File: config.mk
export PLATFORM = sky130hd
export DESIGN_NAME = mesev_top
export DESIGN_NICKNAME = d
export VERILOG_FILES = /design/src/mesev_fill_sum.v /design/src/mesev_ring_or.v /design/src/mesev_top.v
export VERILOG_INCLUDE_DIRS = /design/src
export SDC_FILE = /design/constraint.sdc
export NUM_CORES = 1
export LEC_CHECK = 0
export BUFFER_PORTS_ARGS = -buffer_cell sky130_fd_sc_hd__buf_2
export CELL_PAD_IN_SITES_DETAIL_PLACEMENT = 1
export CELL_PAD_IN_SITES_GLOBAL_PLACEMENT = 2
export CORE_MARGIN = 2
export CORE_UTILIZATION = 28
export DETAILED_ROUTE_END_ITERATION = 8
export PLACE_DENSITY = 0.84
export SLEW_MARGIN = 20
export SYNTH_ARGS = -nofsm -noshare
export SYNTH_HDL_FRONTEND = slang
export SYNTH_SLANG_ARGS = --single-unit
File: constraint.sdc
create_clock -name pclk -period 8.3 [get_ports pclk]
set_clock_uncertainty 0.15 [all_clocks]
set_input_delay 1.245 -clock pclk [delete_from_list [all_inputs] [get_ports pclk]]
set_output_delay 1.245 -clock pclk [all_outputs]
set_load 0.005 [all_outputs]
File: src/mesev_map.vh
// Register map, field layout and event codes of the mesh stop event select
`ifndef MESEV_MAP_VH
`define MESEV_MAP_VH

// Register byte offsets
`define MESEV_OFS_EVSEL     12'h000
`define MESEV_OFS_INCR      12'h004
`define MESEV_OFS_STAT      12'h008

// Event select fields
`define MESEV_CODE_LSB      0
`define MESEV_CODE_MSB      7
`define MESEV_UMASK_LSB     8
`define MESEV_UMASK_MSB     15
`define MESEV_EN_BIT        16
`define MESEV_EVSEL_RST     17'h00000

// Status fields
`define MESEV_ST_MATCH      0
`define MESEV_ST_MULTI      1
`define MESEV_ST_HIBANK     2

// Event codes
`define MESEV_EV_FILL       8'hE0
`define MESEV_EV_ALLOC      8'hE1
`define MESEV_EV_STARVE     8'hE3
`define MESEV_EV_STARVE_B   8'hE4
`define MESEV_EV_REQ0_LO    8'hD0
`define MESEV_EV_REQ0_HI    8'hD1
`define MESEV_EV_REQ1_LO    8'hD2
`define MESEV_EV_REQ1_HI    8'hD3
`define MESEV_EV_DAT0_LO    8'hD4
`define MESEV_EV_DAT0_HI    8'hD5
`define MESEV_EV_DAT1_LO    8'hD6
`define MESEV_EV_DAT1_HI    8'hD7
`define MESEV_EV_SLOT       8'hA6
`define MESEV_EV_SKIP       8'hA7

// Unit mask positions of the ring classes
`define MESEV_M_REQ_UNCRD   0
`define MESEV_M_ACK         1
`define MESEV_M_DAT_UNCRD   2
`define MESEV_M_SNOOP       3
`define MESEV_M_REQ_CRD     4
`define MESEV_M_DAT_CRD_ALT 5
`define MESEV_M_DAT_CRD     6
`define MESEV_M_TOP         7
`define MESEV_SLOT_MASK     8'h55

// Fill level width per ring class
`define MESEV_FILL_W        5
`endif

File: src/mesev_fill_sum.v
// Masked sum of the per-class ingress fill levels
`timescale 1ns/10ps
`include "mesev_map.vh"
module mesev_fill_sum (
  // Selection and levels
  input  wire [7:0]                   umask,
  input  wire [8*`MESEV_FILL_W-1:0]   fill,
  // Result
  output reg  [7:0]                   total
);
  reg [7:0] eff;
  integer   i;

  always @* begin
    eff = umask;
    // Alternate data credited position folds onto the common one
    eff[`MESEV_M_DAT_CRD] = umask[`MESEV_M_DAT_CRD] | umask[`MESEV_M_DAT_CRD_ALT];
    eff[`MESEV_M_DAT_CRD_ALT] = 1'b0;
    total = 8'h00;
    for (i = 0; i < 8; i = i + 1) begin
      if (eff[i]) begin
        total = total + {3'h0, fill[i*`MESEV_FILL_W +: `MESEV_FILL_W]};
      end
    end
  end
endmodule

File: src/mesev_ring_or.v
// Class folding and OR qualification for credit starvation events
`timescale 1ns/10ps
`include "mesev_map.vh"
module mesev_ring_or (
  // Selection and conditions
  input  wire [7:0] umask,
  input  wire [7:0] cond,
  // Results
  output wire       hit,
  output wire [3:0] classes
);
  wire [7:0] sel;

  // One count per cycle even with both halves of a class set
  assign sel = umask & cond;
  assign hit = |sel;
  // Request, ack (interface vector folded in), data, snoop
  assign classes[0] = umask[`MESEV_M_REQ_UNCRD] | umask[`MESEV_M_REQ_CRD];
  assign classes[1] = umask[`MESEV_M_ACK] | umask[`MESEV_M_TOP];
  assign classes[2] = umask[`MESEV_M_DAT_UNCRD] | umask[`MESEV_M_DAT_CRD]
                    | umask[`MESEV_M_DAT_CRD_ALT];
  assign classes[3] = umask[`MESEV_M_SNOOP];
endmodule

File: src/mesev_top.v
// Mesh stop event select: APB registers and per-cycle increment generation
//
// The register offsets and the APB register port were left to the implementer.
`timescale 1ns/10ps
`include "mesev_map.vh"
module mesev_top (
  // Clock and reset
  input  wire                       pclk,
  input  wire                       presetn,
  // APB slave
  input  wire                       psel,
  input  wire                       penable,
  input  wire                       pwrite,
  input  wire [11:0]                paddr,
  input  wire [31:0]                pwdata,
  output reg  [31:0]                prdata,
  output wire                       pready,
  output wire                       pslverr,
  // Ingress buffer sources, indexed by unit mask position
  input  wire [7:0]                 ingress_allocations,
  input  wire [8*`MESEV_FILL_W-1:0] ingress_fill_level,
  input  wire [7:0]                 ingress_credit_starve_cycles,
  input  wire [7:0]                 ingress_credit_starve_cycles_b,
  // Egress crossing stage stalls, one bit per stage 0 to 7
  input  wire [7:0]                 req_agent0_stage_credit_stall,
  input  wire [7:0]                 req_agent1_stage_credit_stall,
  input  wire [7:0]                 data_agent0_stage_credit_stall,
  input  wire [7:0]                 data_agent1_stage_credit_stall,
  // Horizontal egress sources, indexed by unit mask position
  input  wire [7:0]                 horizontal_deadlock_slot_use,
  input  wire [7:0]                 horizontal_egress_skip,
  // Increment toward the counter
  output reg  [7:0]                 evt_inc,
  output reg                        evt_match
);
  // Event select register
  reg  [16:0] evsel_q;
  reg  [16:0] evsel_d;
  // Sticky flag for mixed ring classes
  reg         multi_q;
  reg         multi_d;
  reg         hibank_q;
  reg         hibank_d;
  reg  [7:0]  inc_d;
  reg         match_d;
  reg         ingress_evt;
  reg  [31:0] rdata_d;
  reg         hit_map;

  wire [7:0]  code;
  wire [7:0]  umask;
  wire        enable;
  wire        wr_acc;
  wire        rd_setup;
  wire        hit_starve;
  wire        hit_starve_b;
  wire [3:0]  cls_a;
  wire [7:0]  fill_total;
  wire [2:0]  ncls;

  // Population count of a qualified source vector
  function [3:0] pop8;
    input [7:0] v;
    integer k;
    begin
      pop8 = 4'h0;
      for (k = 0; k < 8; k = k + 1) begin
        pop8 = pop8 + {3'h0, v[k]};
      end
    end
  endfunction

  // Number of ring classes present in a folded class vector
  function [2:0] pop4;
    input [3:0] v;
    begin
      pop4 = {2'h0, v[0]} + {2'h0, v[1]} + {2'h0, v[2]} + {2'h0, v[3]};
    end
  endfunction

  // Stall cycle: one count when any selected stage waits
  function [7:0] stage_cycle;
    input [7:0] m;
    input [7:0] stall;
    begin
      stage_cycle = {7'h00, |(m & stall)};
    end
  endfunction

  assign code   = evsel_q[`MESEV_CODE_MSB:`MESEV_CODE_LSB];
  assign umask  = evsel_q[`MESEV_UMASK_MSB:`MESEV_UMASK_LSB];
  assign enable = evsel_q[`MESEV_EN_BIT];

  // Zero wait state slave
  assign pready   = 1'b1;
  assign wr_acc   = psel & penable & pwrite;
  assign rd_setup = psel & ~penable & ~pwrite;
  assign pslverr  = psel & penable & ~hit_map;

  // Address decode
  always @* begin
    case (paddr)
      `MESEV_OFS_EVSEL: hit_map = 1'b1;
      `MESEV_OFS_INCR:  hit_map = 1'b1;
      `MESEV_OFS_STAT:  hit_map = 1'b1;
      default:          hit_map = 1'b0;
    endcase
  end

  // Starvation qualification for both starvation codes
  mesev_ring_or u_starve (
    .umask   (umask),
    .cond    (ingress_credit_starve_cycles),
    .hit     (hit_starve),
    .classes (cls_a)
  );

  mesev_ring_or u_starve_b (
    .umask   (umask),
    .cond    (ingress_credit_starve_cycles_b),
    .hit     (hit_starve_b),
    .classes ()
  );

  mesev_fill_sum u_fill (
    .umask (umask),
    .fill  (ingress_fill_level),
    .total (fill_total)
  );

  assign ncls = pop4(cls_a);

  // Event source selection and qualification
  always @* begin
    inc_d       = 8'h00;
    match_d     = 1'b1;
    ingress_evt = 1'b0;
    hibank_d    = 1'b0;
    case (code)
      `MESEV_EV_FILL: begin
        inc_d       = fill_total;
        ingress_evt = 1'b1;
      end
      `MESEV_EV_ALLOC: begin
        inc_d       = {4'h0, pop8(umask & ingress_allocations)};
        ingress_evt = 1'b1;
      end
      `MESEV_EV_STARVE: begin
        inc_d       = {7'h00, hit_starve};
        ingress_evt = 1'b1;
      end
      `MESEV_EV_STARVE_B: begin
        inc_d       = {7'h00, hit_starve_b};
        ingress_evt = 1'b1;
      end
      `MESEV_EV_REQ0_LO: begin
        inc_d = stage_cycle(umask, req_agent0_stage_credit_stall);
      end
      `MESEV_EV_REQ1_LO: begin
        inc_d = stage_cycle(umask, req_agent1_stage_credit_stall);
      end
      `MESEV_EV_DAT0_LO: begin
        inc_d = stage_cycle(umask, data_agent0_stage_credit_stall);
      end
      `MESEV_EV_DAT1_LO: begin
        inc_d = stage_cycle(umask, data_agent1_stage_credit_stall);
      end
      `MESEV_EV_REQ0_HI, `MESEV_EV_REQ1_HI, `MESEV_EV_DAT0_HI, `MESEV_EV_DAT1_HI: begin
        // Stages 8 to 10 do not exist here
        inc_d    = 8'h00;
        hibank_d = |umask[2:0];
      end
      `MESEV_EV_SLOT: begin
        inc_d = {4'h0, pop8(umask & `MESEV_SLOT_MASK & horizontal_deadlock_slot_use)};
      end
      `MESEV_EV_SKIP: begin
        inc_d = {4'h0, pop8(umask & horizontal_egress_skip)};
      end
      default: begin
        inc_d   = 8'h00;
        match_d = 1'b0;
      end
    endcase
    if (!enable) begin
      inc_d       = 8'h00;
      match_d     = 1'b0;
      ingress_evt = 1'b0;
      hibank_d    = 1'b0;
    end
  end

  // Register writes; a new mixed selection beats a clear in the same cycle
  always @* begin
    evsel_d = evsel_q;
    multi_d = multi_q;
    if (wr_acc && paddr == `MESEV_OFS_EVSEL) begin
      evsel_d = pwdata[16:0];
    end
    if (wr_acc && paddr == `MESEV_OFS_STAT && pwdata[`MESEV_ST_MULTI]) begin
      multi_d = 1'b0;
    end
    if (ingress_evt && ncls > 3'h1) begin
      multi_d = 1'b1;
    end
  end

  // Read data, captured in the setup phase
  always @* begin
    rdata_d = 32'h00000000;
    case (paddr)
      `MESEV_OFS_EVSEL: rdata_d = {15'h0000, evsel_q};
      `MESEV_OFS_INCR:  rdata_d = {24'h000000, evt_inc};
      `MESEV_OFS_STAT:  rdata_d = {29'h00000000, hibank_q, multi_q, evt_match};
      default:          rdata_d = 32'h00000000;
    endcase
  end

  always @(posedge pclk or negedge presetn) begin
    if (!presetn) begin
      evsel_q   <= `MESEV_EVSEL_RST;
      multi_q   <= 1'b0;
      hibank_q  <= 1'b0;
      evt_inc   <= 8'h00;
      evt_match <= 1'b0;
      prdata    <= 32'h00000000;
    end else begin
      evsel_q   <= evsel_d;
      multi_q   <= multi_d;
      hibank_q  <= hibank_d;
      evt_inc   <= inc_d;
      evt_match <= match_d;
      if (rd_setup) begin
        prdata <= rdata_d;
      end
    end
  end
endmodule

Word-level counts from Yosys, hierarchy flattened
Index checks and enable logic that the tools add are counted. W data, S select, Z words.

Input port bits: 161. Word-level logic and storage cells: 111. Register bits after elaboration: 60.

Order comparisons: 1. Equal/unequal tests: 16. Reductions and logical operators: 17. Add/sub/neg operators: 30. Bitwise gates (word level): 22. Muxes and demuxes: 19.

Operators with widths (count): $eq A8 B8 Y1 const B (14); $pmux W8 S10 (1); $and A8 B8 Y8 (8); $mux W8 (7); $pmux W17 S3 (1); $add A4 B1 Y4 (12); $reduce_or A8 Y1 (6); $add A8 B5 Y8 (5); $reduce_or A14 Y1 (1); $add A2 B1 Y3 (4); $add A3 B1 Y4 (3); $eq A12 B3 Y1 const B (1); $eq A12 B4 Y1 const B (1); $logic_not A12 Y1 (1); $mux W1 (9); $add A1 B1 Y2 (4); $and A7 B8 Y8 (1); $reduce_or A4 Y1 (2); $add A5 B5 Y6 (1); $reduce_or A3 Y1 (2); $and A1 B1 Y1 (5); $mux W5 (1); $or A1 B1 Y1 (5); $logic_and A1 B1 Y1 (4); other kinds (4) (6).

Longest topological paths before layout
Depth in word-level cells: 15. Mapped depth: 36. Gate-level depth less buffers: 35.

Hierarchy
From an unflattened synthesis, not the netlist that was laid out.

Cells, all modules: 537. Area total of the unflattened synthesis: 4931.0 um2.

By module, submodules not included: mesev_top (cells an instance 272, instances 1, area an instance 2929.1 um2); mesev_fill_sum (cells an instance 247, instances 1, area an instance 1876.8 um2); mesev_ring_or (cells an instance 9, instances 2, area an instance 62.6 um2).

Least setup slack after synthesis
OpenSTA, ideal clock, no wires.

Kind: input to register. Start: in ingress_fill_level[0]. End: reg evt_inc[6]. Path buffers: 0. Data arrival time: 6.919 ns. Stages: 31. Path slack: 1.153 ns. Setup time: 0.077 ns. Cells stage by stage: and2_4 > ha_1 > inv_1 > fa_1 > mux2i_1 > inv_1 > fa_1 > nand2_1 > o21ai_0 > fa_1 > mux2i_1 > inv_1 > fa_1 > nand2_1 > o21ai_0 > inv_1 > ha_1 > a21o_1 > a21oi_1 > xnor2_1 > nor2_1 > a31oi_1 > o31ai_1 > ha_1 > o21ai_0 > a21boi_0 > o21a_1 > and3_1 > o21ai_0 > a21bo_1 > a21oi_1.

Cells in the longest elaborated chain, start to end: 15.

Ends and longest elaborated chain: start: declaration (RTL line mesev_top.v:21) `` input wire [8*`MESEV_FILL_W-1:0] ingress_fill_level, ``; $mux W5 * (RTL line mesev_fill_sum.v:21) `if (eff[i]) begin`; $add A5 B5 Y6 (RTL line mesev_fill_sum.v:22) `` total = total + {3'h0, fill[i*`MESEV_FILL_W +: `MESEV_FILL_W]}; ``; $mux W8 * (RTL line mesev_fill_sum.v:21); $add A8 B5 Y8 (RTL line mesev_fill_sum.v:22); $mux W8 * (RTL line mesev_fill_sum.v:21); $add A8 B5 Y8 (RTL line mesev_fill_sum.v:22); $mux W8 * (RTL line mesev_fill_sum.v:21); $add A8 B5 Y8 (RTL line mesev_fill_sum.v:22); $mux W8 * (RTL line mesev_fill_sum.v:21); $add A8 B5 Y8 (RTL line mesev_fill_sum.v:22); $mux W8 * (RTL line mesev_fill_sum.v:21); $add A8 B5 Y8 (RTL line mesev_fill_sum.v:22); $mux W8 * (RTL line mesev_fill_sum.v:21); $pmux W8 S10 * (RTL line mesev_top.v:139) `case (code)`; $mux W8 * (RTL line mesev_top.v:184) `if (!enable) begin`; via inc_d[6] (RTL line mesev_top.v:44) `reg [7:0] inc_d;`; end signal: assignment (RTL line mesev_top.v:230) `evt_inc <= inc_d;`; end: declaration (RTL line mesev_top.v:33) `output reg [7:0] evt_inc,`.

The timed path passes the listed nets; every way through them passes the cells marked *. A chain may end at the register's enable or synchronous reset.

Worst setup path after layout
Start: in ingress_fill_level[0]. End: reg evt_inc[7].

The elaborated chain is that of the path after synthesis.

==> impl_results.md <==
- Core footprint: 17,200 um2
- WL per Instance: 18.2 um
- Synth Instances: 563
- P_leak: between 3 and 4 nW
- Leading cell type in the layout, fill and taps excluded: buf_2
- # IOs: roughly 200
- Worst Max-Slew Pin Slew: 0.893 ns
- Critical path peak fanout: 4
- Finish-stage setup viols: 0
- Largest net degree at the start of global routing: 46
- Antenna Nets Post-Route: 0
- # hold bufs at CTS: 0
- Number of buffers created by CTS: 5
- Number of synthesized register bits: 45
- Max_cap viols: 0
- PortBufs: 163
- Commonest cells after routing, fill and taps aside: 162 x buf_2, 45 x dfrtp_1, 41 x nand2_1
- Total grt overflow: 0
- Crit Reg-Reg Startpoint: evsel_q[8]
- Clk_lat worst skew: roughly 0.29 ns
- Antenna cells: 0
- Layout cells sized above 1: 0.308
- Nets@finish: around 900
- Final hold slack: roughly 0.33 ns
- Critical path required time: 8.36 ns
- Post-DP HPWL: ~14,000 um
- Reg clk slew, reported paths: 0.08 ns
- DRC Markers: 0
- Clock Path Buffers: 2
- Power Density: 107 nW/um2
- CP endpoint kind: flop
- Synth cell types: between 60 and 70
- Register area share after synthesis: 0.231
- Site Rows: 48
- Synthesized area: a little under 5000 um2
- Vert. Die Dim: 136 um
- H-tree Lvls: 2
- Gates resized, CTS repair: 0
- Vias in the first global route: 5,175
- Initial antenna violation count: 0
- Slew Limit Headroom: 0.397
- CP peak stage delay: 0.51 ns
- Initial core utilization: 0.284
- Crit path from: ingress_fill_level[0]
- Area grow syn2layout: 23.8%
- Kind of critical path: input pin to flop
- Worst hold path class: flop to flop
- GP Congestion: 0.830
- Fin crit share: 0.928
- Final Hold Viols: 0
- Clock root buffer: clkbuf_16
- Maximum vdd drop: 113 uV
- RSZ-0062 raised after global routing: no
- Routed vias: 4,820
- Avg Cell Area, Syn: 8.66 um2
- First-pass GRT wire length: approximately 27,000 um
- Final Slew Violations: 0
- Pre-antenna DRT Iters: 4
- Die area: 18,500 um2
- CP max stage cell: fa_1
- Status: complete, no violations
- Post-synth ARST share: 1.00
- CTS Sinks: 45
- Post-CTS setup buffer count: 0
- Min-delay src: prdata[2]
- Critical Path Start Type: input pin
- Worst path bufs/invs: 6
- Die X: 136 um
- DR vias/cell: 5.14
- Detailed Route WL: between 15,000 and 20,000 um
- Fmax: 0.130 GHz
- CTS tree: built
- Ys flop type: dfrtp_1
- Top delay family on crit path: adder cells
- Fin crit period: around 7.7 ns
- Final setup TNS: 0 ns
- Critical path arrival: 7.76 ns
- Total track usage: 0.185
- Number of flops mapped to enable cells by yosys: 0
- Starting DRT DRC Count: 191
- Synthesis Warnings: 0
==> final timing paths <==
| path | to | slack [ns] | cells past startpoint |
|---|---|---|---|
| min in group asynchronous | evsel_q[7] | 0.81 | 1 |
| max reg2reg | evt_inc[7] | 1.22 | 32 |
| min reg2reg | prdata[2] | 0.33 | 2 |
| min | prdata[2] | 0.33 | 2 |
| max in group asynchronous | evsel_q[10] | 6.77 | 1 |
| max | evt_inc[7] | 0.60 | 34 |
==> where the power goes <==
group | total [mW] | switching, mW | leakage [nW] | internal (mW)
clock | 0.249 | 0.104 | 0.0819 | 0.145
combinational | 0.179 | 0.0962 | 2.34 | 0.0832
sequential | 0.219 | 0.000353 | 0.613 | 0.219
total | 0.648 | 0.201 | 3.03 | 0.447
==> registers in the layout (all words and copies together), names as in the netlist <==
signal,count
hibank_q,1
multi_q,1
evsel_q,17
evt_match,1
evt_inc,8
prdata,17
==> worst min-delay path, stage by stage (launching register included) <==
cell and delay, ns:
dfrtp_1 0.35, nand2_1 0.05, o31ai_1 0.05
==> synth_stat cells, drive strengths merged (7+ instances only) <==
cell    count  area, um2
nor2       36        138
xnor2      18        158
mux2       25        300
a211oi      7       62.6
a22oi      15        113
dfrtp      45       1130
ha         38        475
fa         16        320
buf        19        140
o211ai     12       95.1
clkbuf     23       86.3
nand2      41        154
o21ai      36        180
inv        40        150
mux2i      17        170
nand3      10       50.1
a21oi      28        140
a22o       15        131
and2       15       98.9
nor2b      10       62.6
==> stage by stage <==
stage          instances  setup slack, ns  utilization  instance area, um2  total power, mW
3_5_place_dp         929            0.105        0.340                5850            0.401
6_report             937            0.600        0.352                6040            0.648
3_3_place_gp         929            0.341        0.340                5850            0.391
5_1_grt              937           0.0188        0.352                6040            0.686
4_1_cts              937            0.367        0.350                6020            0.648
2_1_floorplan        577             1.15            -                4930            0.337
==> final cells by class <==
| cell class | count | area [um2] |
|---|---|---|
| fillers | 2100 | 11100 |
| multi-input cells | 450 | 3440 |
| flip-flops and latches | 45 | 1130 |
| repair buffers | 169 | 863 |
| well taps | 225 | 282 |
| inverters | 40 | 150 |
| clock buffers | 5 | 125 |
| clock inverters | 3 | 48.8 |
==> logic make-up (layout without fill, tap and decap cells) <==
| group | count (synthesis) | after routing | synth area share |
|---|---|---|---|
| buf+inv | 82 | 217 | 0.0772 |
| compound gates | 159 | 159 | 0.226 |
| other cells | 2 | 16 | 0.00154 |
| fa+ha+maj | 54 | 54 | 0.163 |
| xor+xnor | 19 | 19 | 0.0341 |
| flops | 45 | 45 | 0.231 |
| simple gates | 160 | 160 | 0.171 |
| mux | 42 | 42 | 0.0965 |
==> routing by layer <==
layer  global-route usage  vias up  part of all wire
li1                     -     2300                 -
met1                0.237     2366              0.44
met2                0.334      140              0.49
met3               0.0268       14             0.059
met4               0.0313        0            0.0095
met5                    0        -                 0
Note: power is estimated with default switching activity, not from simulation.
